$ cat src/core/flash_host_regs.svh
// Register offsets, field positions, reset values and timing counts of the flash host controller.
// Assumes a 40 MHz clock; times in ns become cycles here.
`ifndef FLASH_HOST_REGS_SVH
`define FLASH_HOST_REGS_SVH

// System clock rate in MHz.
`define FH_CLK_MHZ 40
// Time in ns to cycles, rounded up; every time here is positive.
`define FH_CYC(ns) (((ns) * `FH_CLK_MHZ + 999) / 1000)

// Register byte offsets on the Wishbone side.
`define FH_REG_CTRL 8'h00
`define FH_REG_ADDR 8'h04
`define FH_REG_WDATA 8'h08
`define FH_REG_RDATA 8'h0C
`define FH_REG_STATUS 8'h10

// Control register fields.
`define FH_CTRL_START 0
`define FH_CTRL_OP_LO 1
`define FH_CTRL_OP_HI 2
`define FH_CTRL_WORD 3
`define FH_CTRL_ACCEL 4

// Status register fields.
`define FH_ST_BUSY 0
`define FH_ST_RDY 1
`define FH_ST_ACCEL 2
`define FH_ST_ABORTED 3
`define FH_ST_PROG_CYCLES_LO 4
`define FH_ST_PROG_CYCLES_HI 6

// Reset value of the control register: word mode, no acceleration.
`define FH_CTRL_RESET 32'h0000_0008

// Program sequence lengths in write cycles.
`define FH_PROG_CYCLES_NORMAL 3'h4
`define FH_PROG_CYCLES_SHORT 3'h2

// Pin timing in ns.
`define FH_ADDR_ACCESS_NS 90
`define FH_CE_ACCESS_NS 90
`define FH_WE_PULSE_NS 50
`define FH_RESET_MIN_PULSE_NS 500
`define FH_RESET_RECOVERY_NS 50
`define FH_READY_BUSY_NS 20000
`define FH_READY_IDLE_NS 500

// Derived cycle counts.
`define FH_ACCESS_CYC `FH_CYC(`FH_CE_ACCESS_NS > `FH_ADDR_ACCESS_NS ? `FH_CE_ACCESS_NS : `FH_ADDR_ACCESS_NS)
`define FH_WE_PULSE_CYC `FH_CYC(`FH_WE_PULSE_NS)
`define FH_RESET_MIN_PULSE_CYC `FH_CYC(`FH_RESET_MIN_PULSE_NS)
`define FH_RESET_RECOVERY_CYC `FH_CYC(`FH_RESET_RECOVERY_NS)
`define FH_READY_BUSY_CYC `FH_CYC(`FH_READY_BUSY_NS)
`define FH_READY_IDLE_CYC `FH_CYC(`FH_READY_IDLE_NS)

`endif

$ cat src/core/flash_host_pkg.sv
// Types shared by the flash host controller and its bus-cycle engine.
// Assumes the timing and offsets come from flash_host_regs.svh.
package flash_host_pkg;

  // Operations that software can start.
  typedef enum logic [1:0] {
    OP_READ = 2'h0,
    OP_WRITE = 2'h1,
    OP_RESET = 2'h2,
    OP_NONE = 2'h3
  } op_t;

  // Flash strobe and data pins as the controller drives them.
  typedef struct packed {
    logic ce_n;
    logic oe_n;
    logic we_n;
    logic [19:0] addr;
    logic [15:0] dq;
    logic [15:0] dq_oe;
  } flash_pins_t;

  // One bus cycle request towards the engine.
  typedef struct packed {
    logic write;
    logic word_mode;
    logic [20:0] addr;
    logic [15:0] data;
  } cycle_req_t;

endpackage

$ cat src/core/flash_delay_timer.sv
// Down-counter for one pin delay in clock cycles.
// Assumes the caller loads one or more and watches the zero flag.
`timescale 1ns/1ps
module flash_delay_timer (
  // Clock and reset.
  input wire logic clk_i,
  input wire logic rst_i,
  // Load request and count.
  input wire logic load_i,
  input wire logic [11:0] value_i,
  // Count has run out.
  output logic zero_o
);

  logic [11:0] cnt_q; // Remaining cycles.
  logic [11:0] cnt_d; // Next count.

  // A load wins over counting so a back-to-back delay restarts cleanly.
  always_comb
  begin
    cnt_d = load_i ? value_i : cnt_q - 12'(cnt_q != 12'h000);
  end

  // Count register.
  always_ff @(posedge clk_i)
  begin
    cnt_q <= rst_i ? 12'h000 : cnt_d;
  end

  assign zero_o = (cnt_q == 12'h000);

endmodule

$ cat src/core/flash_bus_cycle.sv
// One read or write cycle on the flash strobes, address and data pins.
// Assumes start_i is a one-cycle pulse given only while busy_o is low.
`timescale 1ns/1ps
`include "flash_host_regs.svh"
module flash_bus_cycle (
  // Clock and reset.
  input wire logic clk_i,
  input wire logic rst_i,
  // Request.
  input wire logic start_i,
  input wire flash_host_pkg::cycle_req_t req_i,
  // Pins.
  input wire logic [15:0] dq_i,
  output flash_host_pkg::flash_pins_t pins_o,
  // Result.
  output logic busy_o,
  output logic done_o,
  output logic [15:0] rdata_o
);

  // Engine phases, one-hot.
  typedef enum logic [3:0] {
    PH_IDLE = 4'b0001,
    PH_SETUP = 4'b0010,
    PH_ACTIVE = 4'b0100,
    PH_HOLD = 4'b1000
  } phase_t;

  phase_t ph_q, ph_d; // Phase.
  logic [11:0] cnt_q, cnt_d; // Strobe-low cycles left.
  flash_host_pkg::cycle_req_t req_q, req_d; // Latched request.
  flash_host_pkg::flash_pins_t pins_q, pins_d; // Pin registers.
  logic done_q, done_d; // End-of-cycle pulse.
  logic [15:0] rdata_q, rdata_d; // Captured read data.

  // Phase sequencing and pin values.
  always_comb
  begin
    ph_d = ph_q;
    cnt_d = cnt_q;
    req_d = req_q;
    pins_d = pins_q;
    done_d = 1'b0;
    rdata_d = rdata_q;
    case (ph_q)
      PH_IDLE:
      begin
        // Between cycles the chip is deselected so it sits in standby.
        {pins_d.ce_n, pins_d.oe_n, pins_d.we_n} = 3'b111;
        pins_d.dq_oe = 16'h0000;
        if (start_i)
        begin
          req_d = req_i;
          // In byte mode the top data line carries the lowest address bit.
          pins_d.addr = req_i.word_mode ? req_i.addr[19:0] : req_i.addr[20:1];
          pins_d.dq = req_i.data;
          pins_d.dq[15] = req_i.word_mode ? req_i.data[15] : req_i.addr[0];
          pins_d.dq_oe = req_i.write ? (req_i.word_mode ? 16'hFFFF : 16'h80FF) :
                         (req_i.word_mode ? 16'h0000 : 16'h8000);
          ph_d = PH_SETUP;
        end
      end
      PH_SETUP:
      begin
        // Address has had one cycle to settle before the strobes fall.
        pins_d.ce_n = 1'b0;
        if (req_q.write)
        begin
          pins_d.we_n = 1'b0;
          pins_d.oe_n = 1'b1;
          cnt_d = 12'(`FH_WE_PULSE_CYC);
        end
        else
        begin
          pins_d.oe_n = 1'b0;
          // Full chip-enable access time, since a read always leaves standby.
          cnt_d = 12'(`FH_ACCESS_CYC);
        end
        ph_d = PH_ACTIVE;
      end
      PH_ACTIVE:
      begin
        if (cnt_q > 12'h001)
        begin
          cnt_d = cnt_q - 12'h001;
        end
        else
        begin
          if (!req_q.write)
          begin
            // Byte reads return only the low data lines.
            rdata_d = req_q.word_mode ? dq_i : {8'h00, dq_i[7:0]};
          end
          pins_d.we_n = 1'b1;
          pins_d.oe_n = 1'b1;
          ph_d = PH_HOLD;
        end
      end
      PH_HOLD:
      begin
        // Data and address are held one cycle past the rising strobe.
        pins_d.ce_n = 1'b1;
        pins_d.dq_oe = 16'h0000;
        done_d = 1'b1;
        ph_d = PH_IDLE;
      end
      default:
      begin
        ph_d = PH_IDLE;
      end
    endcase
  end

  // Engine registers.
  always_ff @(posedge clk_i)
  begin
    if (rst_i)
    begin
      ph_q <= PH_IDLE;
      cnt_q <= 12'h000;
      req_q <= '0;
      pins_q <= {3'b111, 52'h0_0000_0000_0000}; // Strobes high, all else zero.
      done_q <= 1'b0;
      rdata_q <= 16'h0000;
    end
    else
    begin
      ph_q <= ph_d;
      cnt_q <= cnt_d;
      req_q <= req_d;
      pins_q <= pins_d;
      done_q <= done_d;
      rdata_q <= rdata_d;
    end
  end

  assign pins_o = pins_q;
  assign busy_o = (ph_q != PH_IDLE);
  assign done_o = done_q;
  assign rdata_o = rdata_q;

endmodule

$ cat src/core/flash_host_ctrl.sv
// Host controller for a parallel flash, with a Wishbone register slave.
// Assumes pins synchronous to clk_i; an external switch makes the high voltage.
//
// Operation
// - Commands written with write and chip enables low
// - High voltage selects shortcut mode
// - Wait chip-enable access time after standby
// - Host restarts operations aborted by reset; the controller only sets the sticky aborted status bit for software
// - No read before reset recovery time elapses
`timescale 1ns/1ps
`include "flash_host_regs.svh"
module flash_host_ctrl (
  // Clock and reset.
  input wire logic clk_i,
  input wire logic rst_i,
  // Wishbone slave.
  input wire logic wb_cyc_i,
  input wire logic wb_stb_i,
  input wire logic wb_we_i,
  input wire logic [7:0] wb_adr_i,
  input wire logic [3:0] wb_sel_i,
  input wire logic [31:0] wb_dat_i,
  output logic [31:0] wb_dat_o,
  output logic wb_ack_o,
  // Flash strobes and address.
  output logic flash_ce_n_o,
  output logic flash_oe_n_o,
  output logic flash_we_n_o,
  output logic flash_reset_n_o,
  output logic flash_byte_n_o,
  output logic [19:0] flash_addr_o,
  // Flash data lines.
  input wire logic [15:0] flash_dq_i,
  output logic [15:0] flash_dq_o,
  output logic [15:0] flash_dq_oe_o,
  // High-voltage request and ready/busy.
  output logic protect_accelerate_input_o,
  input wire logic ready_busy_n_i
);

  // Controller states, one-hot.
  typedef enum logic [4:0] {
    ST_IDLE = 5'b00001,
    ST_CYCLE = 5'b00010,
    ST_RST_LOW = 5'b00100,
    ST_RST_READY = 5'b01000,
    ST_RST_RECOVER = 5'b10000
  } state_t;

  // Wishbone byte-lane merge.
  function automatic logic [31:0] merge(input logic [31:0] old, input logic [31:0] wr,
                                        input logic [3:0] sel);
    logic [31:0] res;
    res = old;
    for (int i = 0; i < 4; i++)
    begin
      if (sel[i])
      begin
        res[i*8 +: 8] = wr[i*8 +: 8];
      end
    end
    return res;
  endfunction

  state_t st_q, st_d; // Controller state.
  logic [31:0] ctrl_q, ctrl_d; // Control register.
  logic [31:0] addr_q, addr_d; // Flash address register.
  logic [31:0] wdata_q, wdata_d; // Write data register.
  logic aborted_q, aborted_d; // Sticky: a reset hit a running operation.
  logic rb_at_rst_q, rb_at_rst_d; // Ready/busy seen when reset was applied.
  logic reset_n_q, reset_n_d; // Flash reset pin register.
  logic accel_q, accel_d; // High-voltage request register.
  logic byte_n_q, byte_n_d; // Width select register.
  logic ack_q, ack_d; // Wishbone acknowledge.
  logic [31:0] dat_q, dat_d; // Wishbone read data.
  logic tmr_load; // Timer load strobe.
  logic [11:0] tmr_value; // Timer load value.
  logic tmr_zero; // Timer has run out.
  logic cyc_start; // Engine start pulse.
  flash_host_pkg::cycle_req_t cyc_req; // Engine request.
  flash_host_pkg::flash_pins_t pins; // Engine pin registers.
  logic cyc_busy; // Engine is running.
  logic cyc_done; // Engine finished.
  logic [15:0] cyc_rdata; // Engine read data.
  logic bus_req; // A Wishbone access is at its ack edge.
  logic ctrl_wr; // Software writes the control register.
  logic start_req; // Software asks for an operation.
  flash_host_pkg::op_t op_req; // Operation asked for.
  logic [2:0] prog_cycles; // Write cycles software must issue per program.

  assign bus_req = wb_cyc_i && wb_stb_i && ack_q;
  assign ctrl_wr = bus_req && wb_we_i && (wb_adr_i == `FH_REG_CTRL);
  assign start_req = ctrl_wr && wb_sel_i[0] && wb_dat_i[`FH_CTRL_START];
  assign op_req = flash_host_pkg::op_t'(wb_dat_i[`FH_CTRL_OP_HI:`FH_CTRL_OP_LO]);
  // While the high voltage is applied the device expects the short sequence.
  assign prog_cycles = accel_q ? `FH_PROG_CYCLES_SHORT : `FH_PROG_CYCLES_NORMAL;

  // Delay timer for the reset pulse, ready wait and recovery.
  flash_delay_timer u_timer (
    .clk_i(clk_i),
    .rst_i(rst_i),
    .load_i(tmr_load),
    .value_i(tmr_value),
    .zero_o(tmr_zero)
  );

  // Single read or write cycle on the pins.
  flash_bus_cycle u_cycle (
    .clk_i(clk_i),
    .rst_i(rst_i),
    .start_i(cyc_start),
    .req_i(cyc_req),
    .dq_i(flash_dq_i),
    .pins_o(pins),
    .busy_o(cyc_busy),
    .done_o(cyc_done),
    .rdata_o(cyc_rdata)
  );

  // Wishbone slave: ack one cycle after the request, dropped the next cycle.
  always_comb
  begin
    ack_d = wb_cyc_i && wb_stb_i && !ack_q;
    dat_d = dat_q;
    if (ack_d)
    begin
      case (wb_adr_i)
        `FH_REG_CTRL: dat_d = {ctrl_q[31:1], 1'b0};
        `FH_REG_ADDR: dat_d = addr_q;
        `FH_REG_WDATA: dat_d = wdata_q;
        `FH_REG_RDATA: dat_d = {16'h0000, cyc_rdata};
        `FH_REG_STATUS:
        begin
          dat_d = 32'h0000_0000;
          dat_d[`FH_ST_BUSY] = (st_q != ST_IDLE);
          dat_d[`FH_ST_RDY] = ready_busy_n_i;
          dat_d[`FH_ST_ACCEL] = accel_q;
          dat_d[`FH_ST_ABORTED] = aborted_q;
          dat_d[`FH_ST_PROG_CYCLES_HI:`FH_ST_PROG_CYCLES_LO] = prog_cycles;
        end
        // Unmapped offsets answer with zero.
        default: dat_d = 32'h0000_0000;
      endcase
    end
  end

  // Register writes take effect at the ack edge.
  always_comb
  begin
    ctrl_d = ctrl_q;
    addr_d = addr_q;
    wdata_d = wdata_q;
    if (bus_req && wb_we_i)
    begin
      case (wb_adr_i)
        `FH_REG_CTRL: ctrl_d = merge(ctrl_q, wb_dat_i, wb_sel_i);
        `FH_REG_ADDR: addr_d = merge(addr_q, wb_dat_i, wb_sel_i);
        `FH_REG_WDATA: wdata_d = merge(wdata_q, wb_dat_i, wb_sel_i);
        default: ctrl_d = ctrl_q;
      endcase
    end
    // The start bit is a strobe and never stays set.
    ctrl_d[`FH_CTRL_START] = 1'b0;
  end

  // Main sequencer: pin cycles and the flash reset pulse.
  always_comb
  begin
    st_d = st_q;
    tmr_load = 1'b0;
    tmr_value = 12'h000;
    cyc_start = 1'b0;
    cyc_req.write = (op_req == flash_host_pkg::OP_WRITE);
    cyc_req.word_mode = ctrl_d[`FH_CTRL_WORD];
    cyc_req.addr = addr_q[20:0];
    cyc_req.data = wdata_q[15:0];
    reset_n_d = reset_n_q;
    rb_at_rst_d = rb_at_rst_q;
    aborted_d = aborted_q;
    // Width and high voltage only change while no cycle is on the pins.
    accel_d = accel_q;
    byte_n_d = byte_n_q;
    if (st_q == ST_IDLE)
    begin
      accel_d = ctrl_d[`FH_CTRL_ACCEL];
      byte_n_d = ctrl_d[`FH_CTRL_WORD];
    end
    // Software clears the abort flag by writing one to it.
    if (bus_req && wb_we_i && (wb_adr_i == `FH_REG_STATUS) && wb_sel_i[0] &&
        wb_dat_i[`FH_ST_ABORTED])
    begin
      aborted_d = 1'b0;
    end
    case (st_q)
      ST_IDLE:
      begin
        // Requests while busy are ignored; software polls the busy bit.
        if (start_req)
        begin
          if (op_req == flash_host_pkg::OP_RESET)
          begin
            reset_n_d = 1'b0;
            rb_at_rst_d = ready_busy_n_i;
            tmr_load = 1'b1;
            tmr_value = 12'(`FH_RESET_MIN_PULSE_CYC);
            st_d = ST_RST_LOW;
          end
          else if (op_req != flash_host_pkg::OP_NONE)
          begin
            // Identification and status reads are plain read cycles.
            cyc_start = 1'b1;
            st_d = ST_CYCLE;
          end
        end
      end
      ST_CYCLE:
      begin
        // Address stays on the pins after the cycle, so sleep keeps data.
        if (cyc_done && !cyc_busy)
        begin
          st_d = ST_IDLE;
        end
      end
      ST_RST_LOW:
      begin
        if (tmr_zero)
        begin
          reset_n_d = 1'b1;
          tmr_load = 1'b1;
          // A running operation needs the longer internal reset.
          tmr_value = rb_at_rst_q ? 12'(`FH_READY_IDLE_CYC) : 12'(`FH_READY_BUSY_CYC);
          if (!rb_at_rst_q)
          begin
            // Set wins over a clear written in the same cycle.
            aborted_d = 1'b1;
          end
          st_d = ST_RST_READY;
        end
      end
      ST_RST_READY:
      begin
        // Leave when the ready time is up, or as soon as ready/busy is high if it was low at reset.
        if ((ready_busy_n_i && !rb_at_rst_q) || tmr_zero)
        begin
          tmr_load = 1'b1;
          tmr_value = 12'(`FH_RESET_RECOVERY_CYC);
          st_d = ST_RST_RECOVER;
        end
      end
      ST_RST_RECOVER:
      begin
        // The device is back in array read; no read starts before this ends.
        if (tmr_zero)
        begin
          st_d = ST_IDLE;
        end
      end
      default:
      begin
        st_d = ST_IDLE;
      end
    endcase
  end

  // All controller registers; rst_i leaves the flash reset pin high.
  always_ff @(posedge clk_i)
  begin
    if (rst_i)
    begin
      st_q <= ST_IDLE;
      ctrl_q <= `FH_CTRL_RESET;
      addr_q <= 32'h0000_0000;
      wdata_q <= 32'h0000_0000;
      aborted_q <= 1'b0;
      rb_at_rst_q <= 1'b1;
      reset_n_q <= 1'b1;
      accel_q <= 1'b0;
      byte_n_q <= 1'b1;
      ack_q <= 1'b0;
      dat_q <= 32'h0000_0000;
    end
    else
    begin
      st_q <= st_d;
      ctrl_q <= ctrl_d;
      addr_q <= addr_d;
      wdata_q <= wdata_d;
      aborted_q <= aborted_d;
      rb_at_rst_q <= rb_at_rst_d;
      reset_n_q <= reset_n_d;
      accel_q <= accel_d;
      byte_n_q <= byte_n_d;
      ack_q <= ack_d;
      dat_q <= dat_d;
    end
  end

  // Outputs come straight from registers here or in the engine.
  assign wb_ack_o = ack_q;
  assign wb_dat_o = dat_q;
  assign flash_ce_n_o = pins.ce_n;
  assign flash_oe_n_o = pins.oe_n;
  assign flash_we_n_o = pins.we_n;
  assign flash_addr_o = pins.addr;
  assign flash_dq_o = pins.dq;
  assign flash_dq_oe_o = pins.dq_oe;
  assign flash_reset_n_o = reset_n_q;
  assign flash_byte_n_o = byte_n_q;
  assign protect_accelerate_input_o = accel_q;

endmodule

$ cat config.mk
export PLATFORM = sky130hd
export DESIGN_NAME = flash_host_ctrl
export DESIGN_NICKNAME = d
export VERILOG_FILES = /design/src/core/flash_host_pkg.sv /design/src/core/flash_delay_timer.sv /design/src/core/flash_bus_cycle.sv /design/src/core/flash_host_ctrl.sv
export VERILOG_INCLUDE_DIRS = /design/src /design/src/core
export SDC_FILE = /design/constraint.sdc
export NUM_CORES = 1
export LEC_CHECK = 0
export ABC_AREA = 1
export BUFFER_PORTS_ARGS = -buffer_cell sky130_fd_sc_hd__buf_4
export CORE_UTILIZATION = 45
export DETAILED_ROUTE_END_ITERATION = 10
export PLACE_DENSITY = 0.66
export SLEW_MARGIN = 10
export SYNTH_ARGS = -nofsm -noshare
export SYNTH_HDL_FRONTEND = slang
export SYNTH_HIERARCHICAL = 1
export SYNTH_SLANG_ARGS = --single-unit
$ cat constraint.sdc
create_clock -name clk_i -period 2.1 [get_ports clk_i]
set_input_delay 0.315 -clock clk_i [delete_from_list [all_inputs] [get_ports clk_i]]
set_output_delay 0.315 -clock clk_i [all_outputs]
set_load 0.005 [all_outputs]
==> reports/summary.md, run 1 <==
- result of the run: finished clean
- post-detail-place hpwl: 20370 um
- overall die width: 153.1 um
- type of the setup path with the least slack: reg2reg
- TNS Setup: 0 ns
- number of global-route vias before repair: 9038
- htree depth: 1
- Via density: 5.115
- crit start category: flop
- top_reg_cell synth: sky130_fd_sc_hd__dfxtp_1
- synth top area cells: sky130_fd_sc_hd__dfxtp_1, sky130_fd_sc_hd__nor2_1, sky130_fd_sc_hd__nand2_1, sky130_fd_sc_hd__o21ai_0, sky130_fd_sc_hd__nand3_1
- Sinks on Clock Net: 227
- clock latency at the later pin of the worst-skew pair: 0.53 ns
- most common cell after layout, fill and taps aside: sky130_fd_sc_hd__nor2_1
- ratio of cells with drive above 1 in the final layout: 0.2066
- leftover overflow at the end of global routing: 0
- warning count from the yosys run: 6
- mean post-synth cell area: 7.202 um2
- hold path startpoint: wb_dat_i[25]
- number of max-capacitance violations reported: 0
- final worst-path cycle share: 0.9050
- placed inst area: 11760 um2
- Final nets: 1658
- post-synthesis instance total: 1427
- hold worst-path end: wdata_q[25]
- Area Growth Syn to Fin: 22.94%
- number of distinct library cells after synthesis: 42
- worst setup skew after layout: 0.007991 ns
- number of placement rows: 54
- reg-to-reg setup timing slack: 0.20 ns
- static power due to leakage: 5.673 nW
- net switching power figure: 2.574 mW
- Internal Pwr Total: 7.537 mW
- buffers from clock root to sink, at most: 3
- number of CTS-inserted buffers: 25
- clock group share of total power: 0.443
- number of cells on the worst reg-to-reg path: 12
- Hold WC Path Type: in2reg
- Post-CTS Hold Fix Bufs: 0
- initial cell density of the core: 0.4652
- master cell of the clock root buffer: sky130_fd_sc_hd__clkbuf_16
- Sequential Power Share: 0.445
- number of design-rule violations left by the first detailed-router iteration: 613
- sequential cell area fraction in the yosys report: 0.4422
- EDFF count, synth: 0
- antenna violations before repair: 0
- Routed met1 length: 13520 um
- final routed DRC violation total: 0
- global-route wire length before repair: 46600 um
- core area: 22090 um2
- total die area: 23450 um2
- routability congestion estimate from global placement: 0.9074
- switch share: 0.2546
- count of final setup violators: 0
- clock-pin slew on the worst setup and hold paths: 0.06 ns
- cell type with the largest total area after synthesis: sky130_fd_sc_hd__dfxtp_1
- Hold Crit Depth: 3
- combinational share of power: 0.111
- Vias: 9652
- ANT nets after route: 0
- I/O pin count: 157
- total power density per cell area: 800.3 nW/um2
- highest layer used for signal routing: met4
- maximum fanout along the worst path: 4
- worst reg2reg path endpoint: u_timer/cnt_q[8]
- diode insertion count for antenna repair: 0
- met3 WL: 1750 um
- final design utilization: 0.5719
- detailed route wirelength on metal2: 12980 um
- overall routing resource usage: 0.2440
- highest ir drop seen on vdd: 0.4826 mV
- routed wirelength normalized by instance count: 15.28 um
- area fraction of the dominant cell type after synthesis: 0.4422
- die height: 153.1 um
- # Post-CTS Setup Buffers: 0
- maximum number of pins on one net before global-route repair: 64
- clock tree from TritonCTS: done
- r2r startpoint: u_timer/cnt_q[8]
- final hold vios: 0
- most frequent cells in the layout: sky130_fd_sc_hd__nor2_1, sky130_fd_sc_hd__nand2_1, sky130_fd_sc_hd__dfxtp_1
- #FFs+latches synth: 227
- shortest clock period the worst path allows after layout: 1.901 ns
- startpoint of the worst setup timing path: u_timer/cnt_q[8]
- count of pins over their slew limit: 0
- worst-case setup slack after placement: 0.01366 ns
- f_max: 526.2 MHz
- Async S/R FF share, synth: 0
- least setup slack across all paths after layout: 0.1995 ns
- Port Buffers: 156
- critical path data required time: 2.52 ns
- type of element capturing the critical path: flop
- Worst Path Arrival: 2.32 ns
- DR pass1 iterations: 4
- final instance area: 12630 um2
- total detailed-routing wirelength: 28840 um
- post-synth design cell area: 10280 um2
- setup repair after global routing missed its margin: no
-- power by group through the flow --
stage | Clock (mW) | Sequential [mW] | Combinational, mW
floorplan | 0 | 4.58 | 0.731
global placement | 0 | 4.59 | 1.11
detailed placement | 0 | 4.60 | 1.11
CTS | 4.57 | 4.50 | 1.12
global route | 4.75 | 4.51 | 1.27
finish | 4.48 | 4.50 | 1.12
-- final cells by class --
type / instances / area (um2)
fill: 2108 / 9459
multi-input combinational: 1024 / 4910
sequential: 227 / 4544
timing repair buffer: 201 / 1564
clock buffer: 32 / 681.9
inverter: 109 / 426.7
tap: 280 / 350.3
clock inverter: 14 / 157.7
-- cells in the mapped netlist (2+ instances only) --
master	instances
sky130_fd_sc_hd__nand2_4	5
sky130_fd_sc_hd__a21oi_2	11
sky130_fd_sc_hd__buf_2	21
sky130_fd_sc_hd__buf_8	2
sky130_fd_sc_hd__nand2_2	20
sky130_fd_sc_hd__o21ai_1	7
sky130_fd_sc_hd__inv_1	101
sky130_fd_sc_hd__nand4_1	15
sky130_fd_sc_hd__a31oi_1	23
sky130_fd_sc_hd__a21oi_1	68
sky130_fd_sc_hd__ha_1	4
sky130_fd_sc_hd__clkbuf_1	28
sky130_fd_sc_hd__nor2_8	3
sky130_fd_sc_hd__buf_6	4
sky130_fd_sc_hd__nand3_1	90
sky130_fd_sc_hd__o211ai_1	3
sky130_fd_sc_hd__xor2_1	6
sky130_fd_sc_hd__nor2_4	15
sky130_fd_sc_hd__o21bai_1	2
sky130_fd_sc_hd__inv_2	5
sky130_fd_sc_hd__nor3_2	2
sky130_fd_sc_hd__dfxtp_1	227
sky130_fd_sc_hd__nor2_2	10
sky130_fd_sc_hd__clkinv_4	2
sky130_fd_sc_hd__nand3b_1	3
sky130_fd_sc_hd__nand3_2	6
sky130_fd_sc_hd__nor2_1	289
sky130_fd_sc_hd__nand2_8	2
sky130_fd_sc_hd__nand2_1	263
sky130_fd_sc_hd__buf_4	16
sky130_fd_sc_hd__nor3_1	9
sky130_fd_sc_hd__o21ai_0	155
-- what timing repair did --
action / CTS / global route
hold endpoints to repair: 0 / 0
setup endpoints to repair: 0 / 38
resized for setup: 0 / 2
-- registers in the layout, summed over array words and instances, names as in the netlist, 2 cells and up --
register and cells:
addr_q 32, ctrl_q 31, st_q 5, u_cycle/cnt_q 12, u_cycle/ph_q 4, u_cycle/pins_o 42
u_cycle/rdata_o 16, u_cycle/req_q 2, u_timer/cnt_q 12, wb_dat_o 32, wdata_q 32
-- logic make-up (layout without fill, tap and decap cells) --
logic type | count (synthesis) | count (layout) | share of synthesized area
AOI/OAI and AO/OA | 272 | 272 | 0.1416
xor gates and xnor gates | 7 | 7 | 0.005966
adders and majority gates | 4 | 4 | 0.004870
buffers and inverters | 181 | 356 | 0.08291
DFF | 227 | 227 | 0.4422
other | 1 | 6 | 0.0003649
and+or+nand+nor | 735 | 735 | 0.3221
-- worst max-delay path, stage by stage, from the launching register on --
cell	delay, ns
sky130_fd_sc_hd__dfxtp_1	0.32
sky130_fd_sc_hd__nor2_1	0.16
sky130_fd_sc_hd__nand4_1	0.12
sky130_fd_sc_hd__nor2_2	0.18
sky130_fd_sc_hd__inv_1	0.07
sky130_fd_sc_hd__ha_1	0.23
sky130_fd_sc_hd__ha_1	0.22
sky130_fd_sc_hd__nand2_2	0.13
sky130_fd_sc_hd__nor2_4	0.06
sky130_fd_sc_hd__nand2_1	0.06
sky130_fd_sc_hd__nand2_1	0.04
sky130_fd_sc_hd__o21ai_0	0.14
sky130_fd_sc_hd__inv_1	0.05
-- stage by stage --
stage | std cells | total power [mW] | hold slack [ns]
3_3_place_gp | 1840 | 5.700 | 0.4386
2_1_floorplan | 1432 | 5.309 | 0.4239
6_report | 1887 | 10.11 | 0.02730
4_1_cts | 1886 | 10.18 | 0.01514
5_1_grt | 1887 | 10.54 | 0.02740
3_5_place_dp | 1840 | 5.707 | 0.4378
-- routing by layer --
metal	GRT usage	vias up
met1	0.3410	4412
met3	0.03374	46
met2	0.3933	266
li1	-	4928
met4	0.06542	0
met5	0	-
-- worst max-delay path by stage --
| stage | to | slack [ns] | cells past startpoint |
|---|---|---|---|
| floorplan | u_timer/cnt_q[8] | 0.31 | 12 |
| global placement | u_cycle/pins_o[33] | 0.05 | 11 |
| global route | u_timer/cnt_q[4] | 0.004 | 12 |
| CTS | u_cycle/pins_o[50] | 0.13 | 11 |
| finish | u_timer/cnt_q[8] | 0.20 | 12 |
| detailed placement | u_cycle/pins_o[44] | 0.01 | 11 |
Power figures use the tool's default switching activity.
==> run 2, diff against run 1 <==
--- a/config.mk
+++ b/config.mk
@@ -8,9 +8,11 @@
 export LEC_CHECK = 0
 export ABC_AREA = 1
 export BUFFER_PORTS_ARGS = -buffer_cell sky130_fd_sc_hd__buf_4
-export CORE_UTILIZATION = 45
+export CELL_PAD_IN_SITES_DETAIL_PLACEMENT = 1
+export CELL_PAD_IN_SITES_GLOBAL_PLACEMENT = 1
+export CORE_UTILIZATION = 35
 export DETAILED_ROUTE_END_ITERATION = 10
-export PLACE_DENSITY = 0.66
+export PLACE_DENSITY = 0.7
 export SLEW_MARGIN = 10
 export SYNTH_ARGS = -nofsm -noshare
 export SYNTH_HDL_FRONTEND = slang
==> run 2 against run 1 <==
  * Non-clock buffer count up 27
  * Largest power group is now clock
  * Flip-flop and latch count is the same
  * Sequential power is essentially flat
  * Wire length grew 20%
  * Clock-buffer cell count up 3
  * Via count increased by 3.7%
  * First-iteration DRC count unchanged
==> reports/summary.md, run 2 (synthesis gave the netlist of run 1 again) <==
- number of placement rows: 62, +15%
- routability congestion estimate from global placement: 0.8119, -11%
- overall power of the completed layout: 10.78 mW, +6.6%
- Final nets: 1687, +1.7%
- final routed DRC violation total: 0, unchanged
- static power due to leakage: 5.875 nW, +3.6%
- master cell of the clock root buffer: sky130_fd_sc_hd__clkbuf_16
- hold path startpoint: wb_dat_i[23]
- Vias: 10.01k, +3.7%
- worst setup skew after layout: 0.009195 ns, +0.001204 ns
- largest delay contributor family on the critical path: simple AND/OR/NAND/NOR gates
- series of cell instances along the critical path: nor2_2 > nand4_1 > nor2_1 > buf_4 > inv_1 > ha_1 > ha_1 > nand2_2 > nor2_4 > nand2_1 > nand2_1 > o21ai_1 > inv_1
- overall routing resource usage: 0.2269, -0.01707
- global-route wire length before repair: 55170 um, +18%
- Hold WS: 0.01133 ns, -0.01598 ns
- number of max-capacitance violations reported: 0, unchanged
- TNS Setup: 0 ns, unchanged
- diode insertion count for antenna repair: 0, unchanged
- count of final setup violators: 0, unchanged
- number of cells on the worst reg-to-reg path: 13, +1
- clock-pin slew on the worst setup and hold paths: 0.06 ns, about the same
- f_max: 516.9 MHz, -1.8%
- type of element capturing the critical path: flop
- worst-case setup slack after placement: -0.07185 ns, -0.08551 ns
- maximum fanout along the worst path: 4, unchanged
- antenna violations before repair: 0, unchanged
- crit path max-delay cell type: sky130_fd_sc_hd__dfxtp_1
- highest ir drop seen on vdd: 0.6441 mV, +33%
- count of pins over their slew limit: 0, unchanged
- maximum number of pins on one net before global-route repair: 56, -13%
- Area Growth Syn to Fin: 28.15%
- post-route non-filler standard cell count: 2022, +7.2%
- crit start category: flop
- reg-to-reg setup timing slack: 0.17 ns, -0.03 ns
- most frequent cells in the layout: sky130_fd_sc_hd__nor2_1, sky130_fd_sc_hd__nand2_1, sky130_fd_sc_hd__dfxtp_1
- initial cell density of the core: 0.3571, -0.1081
- Sinks on Clock Net: 227, unchanged
- worst reg2reg path endpoint: u_timer/cnt_q[8]
- total detailed-routing wirelength: 34610 um, +20%
- post-detail-place hpwl: 24700 um, +21%
- critical path data required time: 2.54 ns, +0.02 ns
- r2r startpoint: u_timer/cnt_q[3]
- number of design-rule violations left by the first detailed-router iteration: 613, unchanged
- ratio of cells with drive above 1 in the final layout: 0.2247, +0.01807
- final hold vios: 0, unchanged
- Hold Crit Depth: 3, unchanged
- clock tree from TritonCTS: done
- total die area: 30050 um2, +28%
- Hold WC Path Type: in2reg
- shortest clock period the worst path allows after layout: 1.935 ns, +0.03405 ns
- die height: 173.4 um, +13%
- routed wirelength normalized by instance count: 17.11 um, +12%
- htree depth: 1, unchanged
- ANT nets after route: 0, unchanged
- worst stage delay on the critical path: 0.35 ns, +0.03 ns
- Via density: 4.949, -3.3%
- Inst Count DP: 1959, +6.5%
- most common cell after layout, fill and taps aside: sky130_fd_sc_hd__nor2_1
- buffers from clock root to sink, at most: 3, unchanged
- number of CTS-inserted buffers: 27, +8.0%
- overall die width: 173.4 um, +13%
- least setup slack across all paths after layout: 0.1654 ns, -0.03405 ns
- type of the setup path with the least slack: reg2reg
- core area: 28780 um2, +30%
- total power density per cell area: 818.4 nW/um2, +2.3%
- DR pass1 iterations: 4, unchanged
- hold worst-path end: addr_q[23]
- Worst Path Arrival: 2.38 ns, +0.06 ns
- clock latency at the later pin of the worst-skew pair: 0.55 ns, +0.02 ns
- result of the run: finished clean
- final worst-path cycle share: 0.9212, +0.01622
- Port Buffers: 156, unchanged
- leftover overflow at the end of global routing: 0, unchanged
- I/O pin count: 157, unchanged
- number of global-route vias before repair: 10.26k, +14%
- count of buffering cells on the critical path with inverters included: 3, +1
- Largest register FFs: 42, unchanged
-- run 2: cell count changes in the layout (fill, tap and decap cells not counted), sizes merged --
cell	before	now
inv	108	107
dlygate4sd3	0	6
clkinv	10	12
bufinv	3	4
clkinvlp	2	1
buf	200	219
clkbuf	33	38
-- run 2: worst reg2reg max path, delay by kind of cell, from the launching register on --
family | cells | cell delay (ns)
simple gates | 7 | 0.69
compound gates | 1 | 0.12
buf+inv | 3 | 0.25
flops | 1 | 0.35
fa+ha+maj | 2 | 0.44
-- run 2: power breakdown --
| part | internal (mW) | switching [mW] |
|---|---|---|
| combinational | 0.522 | 0.757 |
| clock | 3.04 | 1.95 |
| sequential | 4.41 | 0.0966 |
-- run 2: final cells by class --
| cell class | count | area [um2] |
|---|---|---|
| fillers | 3618 | 15610 |
| multi-input cells | 1024 | 4936 |
| flip-flops and latches | 227 | 4546 |
| repair buffers | 228 | 1828 |
| clock buffers | 35 | 755.7 |
| well taps | 384 | 480.5 |
| inverters | 109 | 431.7 |
| clock inverters | 15 | 192.7 |
-- run 2: routing by layer --
metal	up-vias	track usage	routed length, um
met4	0	0.04535	452
met1	4819	0.3003	16160
met5	-	0	0
met3	33	0.02829	1357
li1	4981	-	-
met2	173	0.3949	16640
-- run 2: timing repair --
item                       in CTS  in global routing
hold buffers                    6                  0
setup buffers                   0                  5
setup endpoints to repair       0                 45
hold endpoints to repair        6                  0
gates resized for setup         0                 17
-- run 2: worst max-delay path by stage --
stage                           startpoint                 end  cells after the start
after global routing              wb_ack_o  u_cycle/pins_o[31]                     12
final                     u_timer/cnt_q[3]    u_timer/cnt_q[8]                     13
after floorplan           u_timer/cnt_q[8]    u_timer/cnt_q[8]                     12
after detailed placement       wb_adr_i[3]  u_cycle/pins_o[37]                     11
after global placement         wb_adr_i[3]  u_cycle/pins_o[45]                     11
after CTS                         wb_ack_o  u_cycle/pins_o[37]                     11
-- run 2: per-stage QoR --
stage | util | area [um2]
global placement | 0.4176 | 12020
floorplan | - | 10300
finish | 0.4576 | 13170
detailed placement | 0.4176 | 12020
global route | 0.4576 | 13170
CTS | 0.4526 | 13030
